===== src/common/rrbs_pkg.sv =====
// Constants and state layout of the reset and RAM back-up sequencer
// Contract
// - Reset floats every port pin and loads its output latch with 1.
// - Reset switches off all port pull-up transistors, shared pins included.
// - Reset, and its release, load the program counter with page 0 address 0.
// - Reset clears both interrupt control registers to 0000.
// - Reset clears converter, ext-interrupt, third timer and pull-up controls.
// - Reset clears ext0 request, both timer request flags and carry.
// - Back-up is entered only by entry instruction right after arm instruction.
// - An entry instruction not right after arm acts as no-operation.
// - Back-up stops oscillation but keeps RAM and reset circuit alive.
// - A power-down flag, tested by skip instruction, tells warm from cold.
// - Wakeup in back-up resumes at page 0 address 0, power flag 1.
// - Pin reset or watchdog reset starts at address 0, power flag 0.
// - Back-up retains RAM, oscillator, listed timer, converter, pull-up, wakeup regs; the code clears clock control clkc at entry.
// - Back-up entry initialises PC, accumulators, carry, listed regs, flags, watchdog.
// - Back-up entry sets the stack pointer to 7.
// - Timer 2 and its request flag are undefined after back-up.
// - Back-up sets port C latch to 1; D2 and other latches kept.
// - Back-up is left only by an external wakeup signal; the code also leaves it, as a cold start, on a reset pin low.
// - INT wakeup level chosen by ext-int control bit 2; no ext0 request.
// - Key-on low-level wakeup is enabled per port pin by wakeup registers.
package rrbs_pkg;

  localparam int ADDR_W = 5;

  // Register offsets
  localparam logic [4:0] A_ICTL1 = 5'h00;
  localparam logic [4:0] A_ICTL2 = 5'h01;
  localparam logic [4:0] A_EICTL = 5'h02;
  localparam logic [4:0] A_TCTL1 = 5'h03;
  localparam logic [4:0] A_TCTL2 = 5'h04;
  localparam logic [4:0] A_TCTL3 = 5'h05;
  localparam logic [4:0] A_CLKC  = 5'h06;
  localparam logic [4:0] A_CONV  = 5'h07;
  localparam logic [4:0] A_PU0   = 5'h08;
  localparam logic [4:0] A_PU1   = 5'h09;
  localparam logic [4:0] A_PU2   = 5'h0a;
  localparam logic [4:0] A_WK0   = 5'h0b;
  localparam logic [4:0] A_WK1   = 5'h0c;
  localparam logic [4:0] A_WK2   = 5'h0d;
  localparam logic [4:0] A_LATD  = 5'h10;
  localparam logic [4:0] A_LATP0 = 5'h11;
  localparam logic [4:0] A_LATP1 = 5'h12;
  localparam logic [4:0] A_LATP2 = 5'h13;
  localparam logic [4:0] A_LATC  = 5'h14;
  localparam logic [4:0] A_FLAGS = 5'h15;
  localparam logic [4:0] A_STAT  = 5'h16;
  localparam logic [4:0] A_SP    = 5'h17;

  // Field positions
  localparam int F_EXT0  = 0;
  localparam int F_T1    = 1;
  localparam int F_T2    = 2;
  localparam int F_CY    = 3;
  localparam int S_PWR   = 0;
  localparam int S_INTERRUPT_ENABLE_FLAG  = 1;
  localparam int S_WATCHDOG_FLAG_ONE  = 2;
  localparam int S_WEF   = 3;
  localparam int EI_LVL  = 2;
  localparam int WK1_SEL = 3;

  // Reset values
  localparam logic [3:0] RST_CTL   = 4'h0;
  localparam logic [3:0] RST_LAT4  = 4'hf;
  localparam logic [1:0] RST_LAT2  = 2'h3;
  localparam logic [2:0] RST_SP    = 3'h7;
  localparam logic [2:0] BKUP_SP   = 3'h7;
  localparam logic       RST_WEF   = 1'b1;
  localparam logic [6:0] PC_PAGE0  = 7'h00;
  localparam logic [6:0] PC_ADDR0  = 7'h00;
  localparam logic [15:0] WDT_ZERO = 16'h0000;
  localparam logic [15:0] WDT_LAST = 16'hffff;

  typedef enum logic [1:0] {
    ST_RUN    = 2'b01,
    ST_BACKUP = 2'b10
  } rrbs_state_t;

  typedef struct packed {
    rrbs_state_t state;
    logic        armed;
    logic        pwr;
    logic        skip;
    logic        pc_load;
    logic        core_rst;
    logic        bkup_init;
    logic [3:0]  ictl1;
    logic [3:0]  ictl2;
    logic [3:0]  eictl;
    logic [3:0]  tctl1;
    logic [3:0]  tctl2;
    logic [3:0]  tctl3;
    logic [3:0]  clkc;
    logic [3:0]  conv;
    logic [3:0]  pu0;
    logic [3:0]  pu1;
    logic [3:0]  pu2;
    logic [3:0]  wk0;
    logic [3:0]  wk1;
    logic [3:0]  wk2;
    logic [3:0]  latd;
    logic [3:0]  latp0;
    logic [3:0]  latp1;
    logic [1:0]  latp2;
    logic        latc;
    logic        ext0f;
    logic        t1f;
    logic        t2f;
    logic        adf;
    logic        cy;
    logic        interrupt_enable_flag;
    logic        watchdog_flag_one;
    logic        watchdog_enable_flag;
    logic [2:0]  sp;
    logic [15:0] wdt;
    logic [3:0]  rdata;
  } rrbs_st_t;

endpackage


===== src/design/rrbs_sequencer.sv =====
// Reset and RAM back-up sequencer of a 4-bit microcontroller core
`timescale 1ns/1ps
module rrbs_sequencer #(
  parameter logic [15:0] WDT_LAST = rrbs_pkg::WDT_LAST
) (
  // Clock, reset, enable
  input  wire logic                      mclk_i,
  input  wire logic                      nrst_i,
  input  wire logic                      cen_i,
  // External reset pin, active low, synchronous
  input  wire logic                      rst_pin_n_i,
  // Executed instruction decode
  input  wire logic                      instr_exec_i,
  input  wire logic                      power_off_arm_instr_i,
  input  wire logic                      backup_entry_instr_i,
  input  wire logic                      skip_if_power_flag_instr_i,
  input  wire logic                      watchdog_restart_instr_i,
  // Hardware flag set events
  input  wire logic                      ext0_evt_i,
  input  wire logic                      t1_evt_i,
  input  wire logic                      t2_evt_i,
  input  wire logic                      conv_done_evt_i,
  input  wire logic                      carry_set_i,
  // Register port
  input  wire logic [rrbs_pkg::ADDR_W-1:0] addr_i,
  input  wire logic [3:0]                wdata_i,
  input  wire logic                      we_i,
  input  wire logic                      re_i,
  output logic      [3:0]                rdata_o,
  // Port pin levels
  input  wire logic [3:0]                p0_i,
  input  wire logic [3:0]                p1_i,
  input  wire logic [1:0]                p2_i,
  input  wire logic [3:0]                d_i,
  // Port pin drive, open drain
  output logic      [3:0]                p0_o,
  output logic      [3:0]                p0_oe_o,
  output logic      [3:0]                p1_o,
  output logic      [3:0]                p1_oe_o,
  output logic      [1:0]                p2_o,
  output logic      [1:0]                p2_oe_o,
  output logic      [3:0]                d_o,
  output logic      [3:0]                d_oe_o,
  // Pull-up enables
  output logic      [3:0]                pu_p0_o,
  output logic      [3:0]                pu_p1_o,
  output logic      [3:0]                pu_p2_o,
  // Core control
  output logic                           osc_run_o,
  output logic                           backup_o,
  output logic                           pc_load_o,
  output logic      [6:0]                pc_page_o,
  output logic      [6:0]                pc_addr_o,
  output logic                           core_rst_o,
  output logic                           bkup_init_o,
  output logic                           skip_o,
  output logic                           power_flag_o,
  output logic      [2:0]                stack_pointer_o,
  output logic                           interrupt_enable_flag_o
);

  rrbs_pkg::rrbs_st_t st_ff;
  rrbs_pkg::rrbs_st_t nxt_st;
  rrbs_pkg::rrbs_st_t rst_val;

  logic       in_run;
  logic       wdt_wrap;
  logic       wdt_rst;
  logic       cold;
  logic       wake;
  logic       key0;
  logic       key1;
  logic       key2;
  logic       int_wake;
  logic       wr;
  logic [3:0] rd_mux;

  // Cold reset image, shared by nrst_i, the reset pin and the watchdog
  always_comb begin
    rst_val           = '0;
    rst_val.state     = rrbs_pkg::ST_RUN;
    rst_val.pc_load   = 1'b1;
    rst_val.core_rst  = 1'b1;
    rst_val.pwr       = 1'b0;
    rst_val.ictl1     = rrbs_pkg::RST_CTL;
    rst_val.ictl2     = rrbs_pkg::RST_CTL;
    rst_val.eictl     = rrbs_pkg::RST_CTL;
    rst_val.tctl1     = rrbs_pkg::RST_CTL;
    rst_val.tctl2     = rrbs_pkg::RST_CTL;
    rst_val.tctl3     = rrbs_pkg::RST_CTL;
    rst_val.clkc      = rrbs_pkg::RST_CTL;
    rst_val.conv      = rrbs_pkg::RST_CTL;
    rst_val.pu0       = rrbs_pkg::RST_CTL;
    rst_val.pu1       = rrbs_pkg::RST_CTL;
    rst_val.pu2       = rrbs_pkg::RST_CTL;
    rst_val.wk0       = rrbs_pkg::RST_CTL;
    rst_val.wk1       = rrbs_pkg::RST_CTL;
    rst_val.wk2       = rrbs_pkg::RST_CTL;
    rst_val.latd      = rrbs_pkg::RST_LAT4;
    rst_val.latp0     = rrbs_pkg::RST_LAT4;
    rst_val.latp1     = rrbs_pkg::RST_LAT4;
    rst_val.latp2     = rrbs_pkg::RST_LAT2;
    rst_val.latc      = 1'b1;
    rst_val.ext0f     = 1'b0;
    rst_val.t1f       = 1'b0;
    rst_val.t2f       = 1'b0;
    rst_val.cy        = 1'b0;
    rst_val.watchdog_enable_flag       = rrbs_pkg::RST_WEF;
    rst_val.sp        = rrbs_pkg::RST_SP;
    rst_val.wdt       = rrbs_pkg::WDT_ZERO;
  end

  assign in_run   = (st_ff.state == rrbs_pkg::ST_RUN);
  assign wdt_wrap = in_run && st_ff.watchdog_enable_flag && (st_ff.wdt == WDT_LAST);
  // Second overflow with flag one still set resets the chip
  assign wdt_rst  = wdt_wrap && st_ff.watchdog_flag_one;
  // Reset circuit stays live in back-up, so the pin acts in any state
  assign cold     = !rst_pin_n_i || wdt_rst;

  // Wakeup sources, low-level key-on per enabled pin
  assign key0 = |(st_ff.wk0 & ~p0_i);
  assign key1 = |(st_ff.wk1[2:0] & ~p1_i[2:0]) |
                (st_ff.wk1[rrbs_pkg::WK1_SEL] & ~p1_i[3]);
  assign key2 = |(st_ff.wk2 & ~{d_i[3], d_i[2], p2_i});
  // Shared pin: INT wakeup only while key-on of bit 3 is off
  assign int_wake = !st_ff.wk1[rrbs_pkg::WK1_SEL] &&
                    (p1_i[3] == st_ff.eictl[rrbs_pkg::EI_LVL]);
  assign wake = !in_run && (key0 || key1 || key2 || int_wake);

  // Core is stopped in back-up, so software writes are dropped there
  assign wr = we_i && in_run;

  always_comb begin
    rd_mux = 4'h0;
    case (addr_i)
      rrbs_pkg::A_ICTL1: rd_mux = st_ff.ictl1;
      rrbs_pkg::A_ICTL2: rd_mux = st_ff.ictl2;
      rrbs_pkg::A_EICTL: rd_mux = st_ff.eictl;
      rrbs_pkg::A_TCTL1: rd_mux = st_ff.tctl1;
      rrbs_pkg::A_TCTL2: rd_mux = st_ff.tctl2;
      rrbs_pkg::A_TCTL3: rd_mux = st_ff.tctl3;
      rrbs_pkg::A_CLKC:  rd_mux = st_ff.clkc;
      rrbs_pkg::A_CONV:  rd_mux = st_ff.conv;
      rrbs_pkg::A_PU0:   rd_mux = st_ff.pu0;
      rrbs_pkg::A_PU1:   rd_mux = st_ff.pu1;
      rrbs_pkg::A_PU2:   rd_mux = st_ff.pu2;
      rrbs_pkg::A_WK0:   rd_mux = st_ff.wk0;
      rrbs_pkg::A_WK1:   rd_mux = st_ff.wk1;
      rrbs_pkg::A_WK2:   rd_mux = st_ff.wk2;
      rrbs_pkg::A_LATD:  rd_mux = st_ff.latd;
      rrbs_pkg::A_LATP0: rd_mux = st_ff.latp0;
      rrbs_pkg::A_LATP1: rd_mux = st_ff.latp1;
      rrbs_pkg::A_LATP2: rd_mux = {2'h0, st_ff.latp2};
      rrbs_pkg::A_LATC:  rd_mux = {3'h0, st_ff.latc};
      rrbs_pkg::A_FLAGS: rd_mux = {st_ff.cy, st_ff.t2f, st_ff.t1f,
                                   st_ff.ext0f};
      rrbs_pkg::A_STAT:  rd_mux = {st_ff.watchdog_enable_flag, st_ff.watchdog_flag_one, st_ff.interrupt_enable_flag,
                                   st_ff.pwr};
      rrbs_pkg::A_SP:    rd_mux = {1'b0, st_ff.sp};
      default:           rd_mux = 4'h0;
    endcase
  end

  always_comb begin
    nxt_st           = st_ff;
    nxt_st.pc_load   = 1'b0;
    nxt_st.core_rst  = 1'b0;
    nxt_st.bkup_init = 1'b0;
    nxt_st.skip      = 1'b0;
    nxt_st.rdata     = re_i ? rd_mux : 4'h0;

    // Software writes
    if (wr) begin
      case (addr_i)
        rrbs_pkg::A_ICTL1: nxt_st.ictl1 = wdata_i;
        rrbs_pkg::A_ICTL2: nxt_st.ictl2 = wdata_i;
        rrbs_pkg::A_EICTL: nxt_st.eictl = wdata_i;
        rrbs_pkg::A_TCTL1: nxt_st.tctl1 = wdata_i;
        rrbs_pkg::A_TCTL2: nxt_st.tctl2 = wdata_i;
        rrbs_pkg::A_TCTL3: nxt_st.tctl3 = wdata_i;
        rrbs_pkg::A_CLKC:  nxt_st.clkc  = wdata_i;
        rrbs_pkg::A_CONV:  nxt_st.conv  = wdata_i;
        rrbs_pkg::A_PU0:   nxt_st.pu0   = wdata_i;
        rrbs_pkg::A_PU1:   nxt_st.pu1   = wdata_i;
        rrbs_pkg::A_PU2:   nxt_st.pu2   = wdata_i;
        rrbs_pkg::A_WK0:   nxt_st.wk0   = wdata_i;
        rrbs_pkg::A_WK1:   nxt_st.wk1   = wdata_i;
        rrbs_pkg::A_WK2:   nxt_st.wk2   = wdata_i;
        rrbs_pkg::A_LATD:  nxt_st.latd  = wdata_i;
        rrbs_pkg::A_LATP0: nxt_st.latp0 = wdata_i;
        rrbs_pkg::A_LATP1: nxt_st.latp1 = wdata_i;
        rrbs_pkg::A_LATP2: nxt_st.latp2 = wdata_i[1:0];
        rrbs_pkg::A_LATC:  nxt_st.latc  = wdata_i[0];
        rrbs_pkg::A_FLAGS: begin
          nxt_st.ext0f = wdata_i[rrbs_pkg::F_EXT0];
          nxt_st.t1f   = wdata_i[rrbs_pkg::F_T1];
          nxt_st.t2f   = wdata_i[rrbs_pkg::F_T2];
          nxt_st.cy    = wdata_i[rrbs_pkg::F_CY];
        end
        rrbs_pkg::A_STAT: begin
          nxt_st.interrupt_enable_flag  = wdata_i[rrbs_pkg::S_INTERRUPT_ENABLE_FLAG];
          nxt_st.watchdog_enable_flag   = wdata_i[rrbs_pkg::S_WEF];
        end
        rrbs_pkg::A_SP:    nxt_st.sp    = wdata_i[2:0];
        default: begin
        end
      endcase
    end

    // Hardware sets win over a software clear in the same cycle
    if (in_run) begin
      nxt_st.ext0f = nxt_st.ext0f | ext0_evt_i;
      nxt_st.t1f   = nxt_st.t1f | t1_evt_i;
      nxt_st.t2f   = nxt_st.t2f | t2_evt_i;
      nxt_st.adf   = nxt_st.adf | conv_done_evt_i;
      nxt_st.cy    = nxt_st.cy | carry_set_i;
    end

    // Watchdog: first wrap sets flag one, restart clears it
    if (in_run && st_ff.watchdog_enable_flag) begin
      nxt_st.wdt = st_ff.wdt + 16'h0001;
    end
    if (wdt_wrap) begin
      nxt_st.wdt  = rrbs_pkg::WDT_ZERO;
      nxt_st.watchdog_flag_one = 1'b1;
    end else if (in_run && instr_exec_i && watchdog_restart_instr_i) begin
      nxt_st.watchdog_flag_one = 1'b0;
    end

    case (st_ff.state)
      rrbs_pkg::ST_RUN: begin
        if (instr_exec_i) begin
          // Arm holds for exactly the next executed instruction
          nxt_st.armed = power_off_arm_instr_i;
          if (skip_if_power_flag_instr_i) begin
            nxt_st.skip = st_ff.pwr;
          end
          // Without arm the entry instruction falls through as a no-op
          if (backup_entry_instr_i && st_ff.armed) begin
            nxt_st.state     = rrbs_pkg::ST_BACKUP;
            nxt_st.armed     = 1'b0;
            nxt_st.bkup_init = 1'b1;
            nxt_st.cy        = 1'b0;
            nxt_st.tctl1     = rrbs_pkg::RST_CTL;
            nxt_st.clkc      = rrbs_pkg::RST_CTL;
            nxt_st.ictl1     = rrbs_pkg::RST_CTL;
            nxt_st.ictl2     = rrbs_pkg::RST_CTL;
            nxt_st.ext0f     = 1'b0;
            nxt_st.t1f       = 1'b0;
            nxt_st.adf       = 1'b0;
            nxt_st.interrupt_enable_flag      = 1'b0;
            nxt_st.watchdog_enable_flag       = rrbs_pkg::RST_WEF;
            nxt_st.watchdog_flag_one      = 1'b0;
            nxt_st.wdt       = rrbs_pkg::WDT_ZERO;
            nxt_st.sp        = rrbs_pkg::BKUP_SP;
            nxt_st.latc      = 1'b1;
            // Timer 2 flag left as is; software treats it as undefined
            nxt_st.t2f       = st_ff.t2f;
          end
        end
      end
      rrbs_pkg::ST_BACKUP: begin
        // Retained controls are simply not touched here
        if (wake) begin
          nxt_st.state   = rrbs_pkg::ST_RUN;
          nxt_st.pwr     = 1'b1;
          nxt_st.pc_load = 1'b1;
        end
      end
      default: begin
        nxt_st.state = rrbs_pkg::ST_RUN;
      end
    endcase

    if (cold) begin
      nxt_st       = rst_val;
      nxt_st.rdata = re_i ? rd_mux : 4'h0;
    end
  end

  always_ff @(posedge mclk_i) begin
    if (!nrst_i) begin
      st_ff <= rst_val;
    end else if (cen_i) begin
      st_ff <= nxt_st;
    end
  end

  // Open drain pins: a latch of 1 leaves the pin floating
  assign p0_o    = st_ff.latp0;
  assign p0_oe_o = ~st_ff.latp0;
  assign p1_o    = st_ff.latp1;
  assign p1_oe_o = ~st_ff.latp1;
  assign p2_o    = st_ff.latp2;
  assign p2_oe_o = ~st_ff.latp2;
  // D2 and C share one pin, either latch at 0 pulls it low
  assign d_o     = {st_ff.latd[3], st_ff.latd[2] & st_ff.latc,
                    st_ff.latd[1:0]};
  assign d_oe_o  = ~d_o;

  assign pu_p0_o = st_ff.pu0;
  assign pu_p1_o = st_ff.pu1;
  assign pu_p2_o = st_ff.pu2;

  assign osc_run_o               = in_run;
  assign backup_o                = !in_run;
  assign pc_load_o               = st_ff.pc_load;
  assign pc_page_o               = rrbs_pkg::PC_PAGE0;
  assign pc_addr_o               = rrbs_pkg::PC_ADDR0;
  assign core_rst_o              = st_ff.core_rst;
  assign bkup_init_o             = st_ff.bkup_init;
  assign skip_o                  = st_ff.skip;
  assign power_flag_o            = st_ff.pwr;
  assign stack_pointer_o         = st_ff.sp;
  assign interrupt_enable_flag_o = st_ff.interrupt_enable_flag;
  assign rdata_o                 = st_ff.rdata;

endmodule


===== config.mk =====
export PLATFORM = sky130hd
export DESIGN_NAME = rrbs_sequencer
export DESIGN_NICKNAME = d
export VERILOG_FILES = /design/src/common/rrbs_pkg.sv /design/src/design/rrbs_sequencer.sv
export SDC_FILE = /design/constraint.sdc
export NUM_CORES = 1
export LEC_CHECK = 0
export BUFFER_PORTS_ARGS = -buffer_cell sky130_fd_sc_hd__buf_2
export CORE_MARGIN = 1
export CORE_UTILIZATION = 45
export DETAILED_ROUTE_END_ITERATION = 10
export GPL_TIMING_DRIVEN = 0
export PLACE_DENSITY_LB_ADDON = 0.2
export SETUP_SLACK_MARGIN = 0.4
export SLEW_MARGIN = 20
export SYNTH_ARGS = -nofsm -noshare
export SYNTH_HDL_FRONTEND = slang
export SYNTH_SLANG_ARGS = --single-unit

===== constraint.sdc =====
create_clock -name mclk_i -period 1.8 [get_ports mclk_i]
set_input_delay 0.27 -clock mclk_i [delete_from_list [all_inputs] [get_ports mclk_i]]
set_output_delay 0.27 -clock mclk_i [all_outputs]
set_load 0.01 [all_outputs]

==> results of run 1 <==
report_power, final:
part | total (mW) | internal, mW | leakage (nW) | switching [mW]
logic | 0.859 | 0.351 | 2.34 | 0.508
registers | 2.48 | 2.44 | 0.890 | 0.0449
clock network | 1.95 | 1.01 | 0.138 | 0.937
registers in the layout, indices dropped and copies added, names as in the netlist:
register / count
st_ff: 71
p0_o: 4
p1_o: 4
pu_p0_o: 4
pu_p1_o: 4
pu_p2_o: 4
rdata_o: 4
d_o: 3
stack_pointer_o: 3
p2_o: 2
bkup_init_o: 1
core_rst_o: 1
interrupt_enable_flag_o: 1
pc_load_o: 1
power_flag_o: 1
skip_o: 1
kinds of logic after synthesis:
family	share of synthesized area, %
adder cells (fa/ha/maj)	0.2159
flip-flops	37.66
AO/OA/AOI/OAI	22.18
AND/OR/NAND/NOR	24.68
buffers and inverters	11.14
XOR/XNOR	0.4535
multiplexers	3.606
other	0.06472
cell type report:
class	instances	area (um^2)
clock inverter	4	22.52
timing repair buffer	162	1199
sequential	109	2232
inverter	32	122.6
multi-input combinational	510	3787
clock buffer	12	256.5
tap	172	215.2
fill	977	4046
antenna	1	2.502
buffer	83	684.4
cell usage in the layout (no fill, tap or decap), types with 9 or more instances in the layout:
cell type | synthesis | final
nor2b_1 | 17 | 13
conb_1 | 1 | 14
a21oi_1 | 31 | 19
mux2i_1 | 13 | 10
clkbuf_16 | 0 | 9
nand2_1 | 57 | 48
inv_1 | 30 | 30
o21ai_0 | 28 | 11
nor3_4 | 0 | 10
dfxtp_2 | 0 | 10
nand4_1 | 13 | 13
buf_4 | 47 | 89
buf_2 | 6 | 88
nand2b_1 | 15 | 14
nor3_2 | 1 | 13
nor3_1 | 33 | 11
dfxtp_1 | 109 | 89
nor2_1 | 25 | 17
o21ai_1 | 39 | 47
dfxtp_4 | 0 | 10
a31oi_1 | 17 | 11
nand3_1 | 72 | 60
buf_6 | 4 | 39
o22ai_1 | 10 | 9
worst min-delay path by stage:
stage          cells past startpoint                     from  slack [ns]                               to
5_1_grt                            3    power_off_arm_instr_i        0.17          st_ff[107]$_SDFFE_PN0P_
3_3_place_gp                       1  core_rst_o$_SDFFE_PN1P_        0.44          core_rst_o$_SDFFE_PN1P_
3_5_place_dp                       2   st_ff[78]$_SDFFE_PN0P_        0.45           st_ff[78]$_SDFFE_PN0P_
4_1_cts                            3    power_off_arm_instr_i        0.15          st_ff[107]$_SDFFE_PN0P_
2_1_floorplan                      2               wdata_i[1]        0.39  stack_pointer_o[1]$_SDFFE_PN1P_
6_report                           3    power_off_arm_instr_i        0.17          st_ff[107]$_SDFFE_PN0P_
worst max-delay path: stages, from the launching register on:
cell,delay (ns)
dfxtp_4,0.37
buf_6,0.12
nand4b_1,0.18
buf_6,0.16
nor3_4,0.22
buf_6,0.18
a21oi_4,0.07
buf_12,0.14
buf_6,0.14
a31oi_2,0.19
a31oi_1,0.07
metal layers:
metal,up-vias,part of all wire (%),GRT usage [%]
li1,2964,-,-
met1,3180,41,43.46
met2,423,45,53.69
met3,95,9.8,9.362
met4,0,4.3,16.19
met5,-,0,0
repair_timing:
action                                  in CTS  in global routing
cloned                                       2                  1
endpoints found under the setup margin     111                112
buffers inserted                            50                 22
pin swaps                                   36                 44
hold endpoints to repair                     0                  0
resized for setup                          145                112
per-stage QoR:
step           hold WS (ns)  utilization [%]  cells  setup slack [ns]
2_1_floorplan        0.3902                -    734           0.01287
3_3_place_gp         0.4398            52.99    993           -0.7766
3_5_place_dp         0.4544            52.99    993           -0.7625
4_1_cts              0.1545            62.80   1061           -0.1110
5_1_grt              0.1721            67.80   1085           -0.2074
6_report             0.1664            67.80   1085           -0.1676
==> run summary, run 1 <==
post-synthesis register bit count: 109
crit path DAT: 2.20 ns
reg2reg end: st_ff[6]$_SDFFE_PN0P_
core area: 12,570 um^2
Max Clock Skew: 0.01546 ns
die area: 13,330 um^2
largest net degree at the start of global routing: 17
Pre-antenna DRT Iters: 5
drt drc: 0
FFs w/ async S/R, synth: 0%
Synth Instances: 721
hold buffer count at CTS: 0
Max H-tree Level: 3
area leader, netlist: dfxtp_1
dpl hpwl: 15.44 mm
crit share post-route: 109.3%
Non-Filler Cell Area, Final: 8522 um^2
Unique masters post-synth: 69
Final Hold Fails: 0
Synthesis Warnings: 0
GRT Residual Overflow: 0
DRT iter0 DRCs: 876
clk slew on worst S/H paths: 0.08 ns
R2R cell count: 10
first-pass GRT wire length: 33.67 mm
status: finished, violations left
RR Startpoint: st_ff[109]$_SDFFE_PN0P_
CTS tree: done
post-route setup slack: -0.1676 ns
count leader, synth: dfxtp_1
Setup CP Type: reg2reg
Mean Syn Cell Area: 8.036 um^2
sequential share of the synthesized area: 37.66%
layout cells sized above 1: 43.86%
Post-DP Area: 6660 um^2
Crit Path Max Fanout: 5
Slew Viols, Final: 0
Clk Latency, worst-skew pair: 0.38 ns
HP Class: in2reg
NumNets Final: 947
vias in the first global route: 6,017
Max clock buf depth: 2
routed length per placed instance: 22.19 um
Power per Cell Area: 620.3 nW/um^2
Area growth syn-to-layout: 47.07%
Setup TNS: -10.57 ns
Routed Antenna Nets: 0
post-synth top area share: 37.66%
worst setup path startpoint: st_ff[109]$_SDFFE_PN0P_
Synth Cell Area: 5794 um^2
via density per instance: 6.140
prevailing post-synth register cell: dfxtp_1
worst-margin pin slew: 0.7356 ns
critical path endpoint category: flip-flop
Rel. slew slack: 50.96%
final wirelength: 24.08 mm
Post-synth EDFFs: 0
initial antenna violation count: 1
cell row count: 41
IO Count: 108
die height: 115.5 um
Vias: 6,662
top cells by count, synth: dfxtp_1, nand3_1, nand2_1
RSZ-0062 raised after global routing: yes
worst reg-to-reg setup slack: -0.17 ns
failing checks: negative setup slack
synth top area cells: dfxtp_1, nand3_1, buf_4
Max Clk Rate: 508.2 MHz
Global Route Usage Sum: 34.17%
minimum clock period: 1.968 ns
PortBufs: 87
CP endpoint: st_ff[6]$_SDFFE_PN0P_
Setup Viol. Count Final: 103
leakage: 3.372 nW
CP required: 2.03 ns
Sink Count: 109
initial core utilization: 46.10%
Max-cap violations: 0
startpoint types: flip-flop
gpl congestion: 0.9800
Chip Width: 115.5 um
peak ir drop on the vdd network: 0.0005525 V
Total Power: 5.286 mW
Root Driver: clkbuf_16
CTS Buf Count: 9
Note: power is estimated with default switching activity, not from simulation.
==> run 2: changes to the inputs <==
--- a/config.mk
+++ b/config.mk
@@ -5,6 +5,7 @@
 export SDC_FILE = /design/constraint.sdc
 export NUM_CORES = 1
 export LEC_CHECK = 0
+export ABC_AREA = 1
 export BUFFER_PORTS_ARGS = -buffer_cell sky130_fd_sc_hd__buf_2
 export CORE_MARGIN = 1
 export CORE_UTILIZATION = 45
==> constraint.sdc (replaced) <==
create_clock -name mclk_i -period 2.4 [get_ports mclk_i]
set_input_delay 0.36 -clock mclk_i [delete_from_list [all_inputs] [get_ports mclk_i]]
set_output_delay 0.36 -clock mclk_i [all_outputs]
set_load 0.01 [all_outputs]
==> run summary, run 2 <==
status: complete, no violations (was finished, violations left)
Synth Instances: 995 (was 721)
count leader, synth: nand2_1 (was dfxtp_1)
first-pass GRT wire length: 32.61 mm (was 33.67 mm)
Clk Latency, worst-skew pair: 0.36 ns (was 0.38 ns)
Synth Cell Area: 6467 um^2 (was 5794 um^2)
Hold Startpoint: skip_if_power_flag_instr_i (was power_off_arm_instr_i)
CTS Buf Count: 9 (unchanged)
Area growth syn-to-layout: 19.15% (was 47.07%)
NumNets Final: 1,159 (was 947)
largest register by flop count: st_ff (unchanged)
Multi-input gate area: 3511 um^2 (was 3787 um^2)
worst reg-to-reg setup slack: 0.50 ns (was -0.17 ns)
core area: 13,930 um^2 (was 12,570 um^2)
Setup TNS: 0 ns (was -10.57 ns)
critical path endpoint category: flip-flop (unchanged)
Pre-antenna DRT Iters: 5 (unchanged)
cell row count: 43 (was 41)
Non-Filler Cell Area, Final: 7706 um^2 (was 8522 um^2)
startpoint types: flip-flop (unchanged)
Sink Count: 109 (unchanged)
DP Worst Slack: 0.2354 ns (was -0.7625 ns)
CP bufs+invs: 2 (was 5)
Max H-tree Level: 3 (unchanged)
synth top area cells: dfxtp_1, nand2_1, nand3_1 (was dfxtp_1, nand3_1, buf_4)
R2R cell count: 11 (was 10)
Setup Viol. Count Final: 0 (was 103)
Routed Antenna Nets: 0 (unchanged)
initial antenna violation count: 0 (was 1)
Post-DP Area: 7187 um^2 (was 6660 um^2)
CP max stage cell: nor2_1 (was dfxtp_4)
PortBufs: 89 (was 87)
crit share post-route: 79.31% (was 109.3%)
CTS tree: done (unchanged)
minimum clock period: 1.903 ns (was 1.968 ns)
Max Clk Rate: 525.3 MHz (was 508.2 MHz)
delay-heaviest family, CP: simple AND/OR/NAND/NOR gates (was buffers and inverters)
Max Clock Skew: 0.006909 ns (was 0.01546 ns)
vias in the first global route: 5,976 (was 6,017)
Final Core Density: 55.30% (was 67.80%)
Unique masters post-synth: 36 (was 69)
Slew Viols, Final: 0 (unchanged)
max reg flops: 71 (unchanged)
sequential share of the synthesized area: 33.74% (was 37.66%)
Vias: 6,913 (was 6,662)
n_diodes: 0 (was 1)
routed length per placed instance: 16.13 um (was 22.19 um)
post-synth top area share: 33.74% (was 37.66%)
worst min-delay path endpoint: skip_o$_SDFFE_PN0P_ (was st_ff[107]$_SDFFE_PN0P_)
CP required: 2.69 ns (was 2.03 ns)
Post-synth EDFFs: 0 (unchanged)
IO Count: 108 (unchanged)
largest net degree at the start of global routing: 19 (was 17)
GRT Residual Overflow: 0 (unchanged)
Synthesis Warnings: 0 (unchanged)
clk slew on worst S/H paths: 0.07 ns (was 0.08 ns)
crit path DAT: 2.20 ns (about the same)
crit-path cells: ha_4 > nand3_4 > inv_1 > nand2_1 > nor2_2 > nand3_2 > nand2_4 > buf_4 > nor2_1 > nand2_1 > a21oi_1 (was buf_6 > nand4b_1 > buf_6 > nor3_4 > buf_6 > a21oi_4 > buf_12 > buf_6 > a31oi_2 > a31oi_1)
via density per instance: 5.301 (was 6.140)
Root Driver: clkbuf_16 (unchanged)
initial core utilization: 46.41% (was 46.10%)
leading cell type in the layout, fill and taps excluded: nand2_1
layout cells sized above 1: 21.26% (was 43.86%)
RSZ-0062 raised after global routing: yes (unchanged)
Setup CP Type: reg2reg (unchanged)
worst-margin pin slew: 0.7333 ns (was 0.7356 ns)
final wirelength: 21.04 mm (was 24.08 mm)
prevailing post-synth register cell: dfxtp_1 (unchanged)
Crit Path Max Fanout: 9 (was 5)
post-route setup slack: 0.4965 ns (was -0.1676 ns)
post-synthesis register bit count: 109 (unchanged)
Chip Width: 121.9 um (was 115.5 um)
drt drc: 0 (unchanged)
FF/Latch Area: 2191 um^2 (was 2232 um^2)
top cells by count, synth: nand2_1, dfxtp_1, nand3_1 (was dfxtp_1, nand3_1, nand2_1)
hold buffer count at CTS: 0 (unchanged)
die height: 121.9 um (was 115.5 um)
RR Startpoint: st_ff[4]$_SDFFE_PN0P_ (was st_ff[109]$_SDFFE_PN0P_)
area leader, netlist: dfxtp_1 (unchanged)
most frequent cells in the layout: nand2_1, nand3_1, dfxtp_1, buf_2, a21oi_1 (was buf_4, dfxtp_1, buf_2, nand3_1, nand2_1)
Power per Cell Area: 538.9 nW/um^2 (was 620.3 nW/um^2)
gpl congestion: 0.9857 (was 0.9800)
Global Route Usage Sum: 29.03% (was 34.17%)
leakage: 3.541 nW (was 3.372 nW)
FFs w/ async S/R, synth: 0% (unchanged)
die area: 14,860 um^2 (was 13,330 um^2)
DRT iter0 DRCs: 796 (was 876)
Max-cap violations: 0 (unchanged)
Max clock buf depth: 2 (unchanged)
Mean Syn Cell Area: 6.500 um^2 (was 8.036 um^2)
worst hold slack: 0.2996 ns (was 0.1664 ns)
dpl hpwl: 15.79 mm (was 15.44 mm)
peak ir drop on the vdd network: 0.0005768 V (was 0.0005525 V)
critical path's most frequent cell: nand2_1 (was buf_6)
Hold Path Depth: 3 (unchanged)
Rel. slew slack: 51.12% (was 50.96%)
Final Hold Fails: 0 (unchanged)
reg2reg end: st_ff[98]$_SDFFE_PN0P_ (was st_ff[6]$_SDFFE_PN0P_)
filler instances: 1,390 (was 977)
HP Class: in2reg (unchanged)
CP peak stage delay: 0.47 ns (was 0.37 ns)
-- run 2: changes by cell type in the layout (fill, tap and decap cells not counted), sizes merged, moves of 19 or more --
cell   previous run  this run
nand2            57       327
buf             229       164
inv              31        92
a21oi            31        91
nor2             25        77
o21ai            67        15
nand3            72       107
nor3             34         6
nand4            13        32
-- run 2: worst max-delay path by stage --
stage / startpoint / end / slack (ns) / depth (start not counted)
floorplan: st_ff[4]$_SDFFE_PN0P_ / st_ff[50]$_SDFFE_PN0P_ / 0.72 / 12
global placement: st_ff[4]$_SDFFE_PN0P_ / st_ff[80]$_SDFFE_PN0P_ / 0.22 / 10
detailed placement: st_ff[4]$_SDFFE_PN0P_ / st_ff[46]$_SDFFE_PN0P_ / 0.24 / 10
CTS: st_ff[4]$_SDFFE_PN0P_ / stack_pointer_o[0]$_SDFFE_PN1P_ / 0.37 / 13
global route: st_ff[4]$_SDFFE_PN0P_ / st_ff[100]$_SDFFE_PN0P_ / 0.32 / 11
finish: st_ff[4]$_SDFFE_PN0P_ / st_ff[98]$_SDFFE_PN0P_ / 0.50 / 11
-- run 2: cell families (layout without fill, tap and decap cells) --
group	after synthesis	count (layout)	synth area share, %
XOR/XNOR	9	9	1.219
AND/OR/NAND/NOR	553	553	37.84
adder cells (fa/ha/maj)	1	1	0.1934
buffers and inverters	178	294	13.93
flip-flops	109	109	33.74
other	1	14	0.05798
AO/OA/AOI/OAI	144	144	13.02
-- run 2: report_power, final --
part           internal, mW  total [mW]  leakage [nW]  switching [mW]
Sequential             1.85        1.89         0.887          0.0399
Clock                 0.918        1.62         0.152           0.705
Combinational         0.221       0.642          2.50           0.420
-- run 2: layout make-up --
type | count | share of cell area [%]
buffer | 85 | 7.355
clock buffer | 9 | 2.923
clock inverter | 7 | 1.266
inverter | 93 | 4.530
multi-input combinational | 721 | 45.56
sequential | 109 | 28.43
tap | 180 | 2.923
timing repair buffer | 100 | 7.014
-- run 2: through the flow --
stage / cells / power, mW
finish: 1304 / 4.153
global route: 1304 / 4.320
CTS: 1296 / 4.146
detailed placement: 1277 / 2.531
global placement: 1277 / 2.531
floorplan: 1008 / 2.312
-- run 2: metal layers --
metal / GRT usage [%] / wire [um] / up-vias
met3: 6.554 / 1671 / 39
met2: 45.09 / 9567 / 264
li1: - / - / 3456
met1: 39.70 / 9221 / 3154
met4: 9.028 / 577 / 0
met5: 0 / 0 / -
-- run 2: worst reg2reg max path, cell delays in order (launching register included) --
cell and delay [ns]:
dfxtp_4 0.37, ha_4 0.17, nand3_4 0.10, inv_1 0.05, nand2_1 0.06, nor2_2 0.04, nand3_2 0.09, nand2_4 0.06
buf_4 0.17, nor2_1 0.47, nand2_1 0.13, a21oi_1 0.13
-- run 2: what timing repair did --
| action | in CTS | in global routing |
|---|---|---|
| setup endpoints to repair | 64 | 96 |
| gates resized for setup | 8 | 21 |
| pin swaps | 2 | 5 |
| buffers inserted | 3 | 8 |
| gates cloned | 0 | 0 |
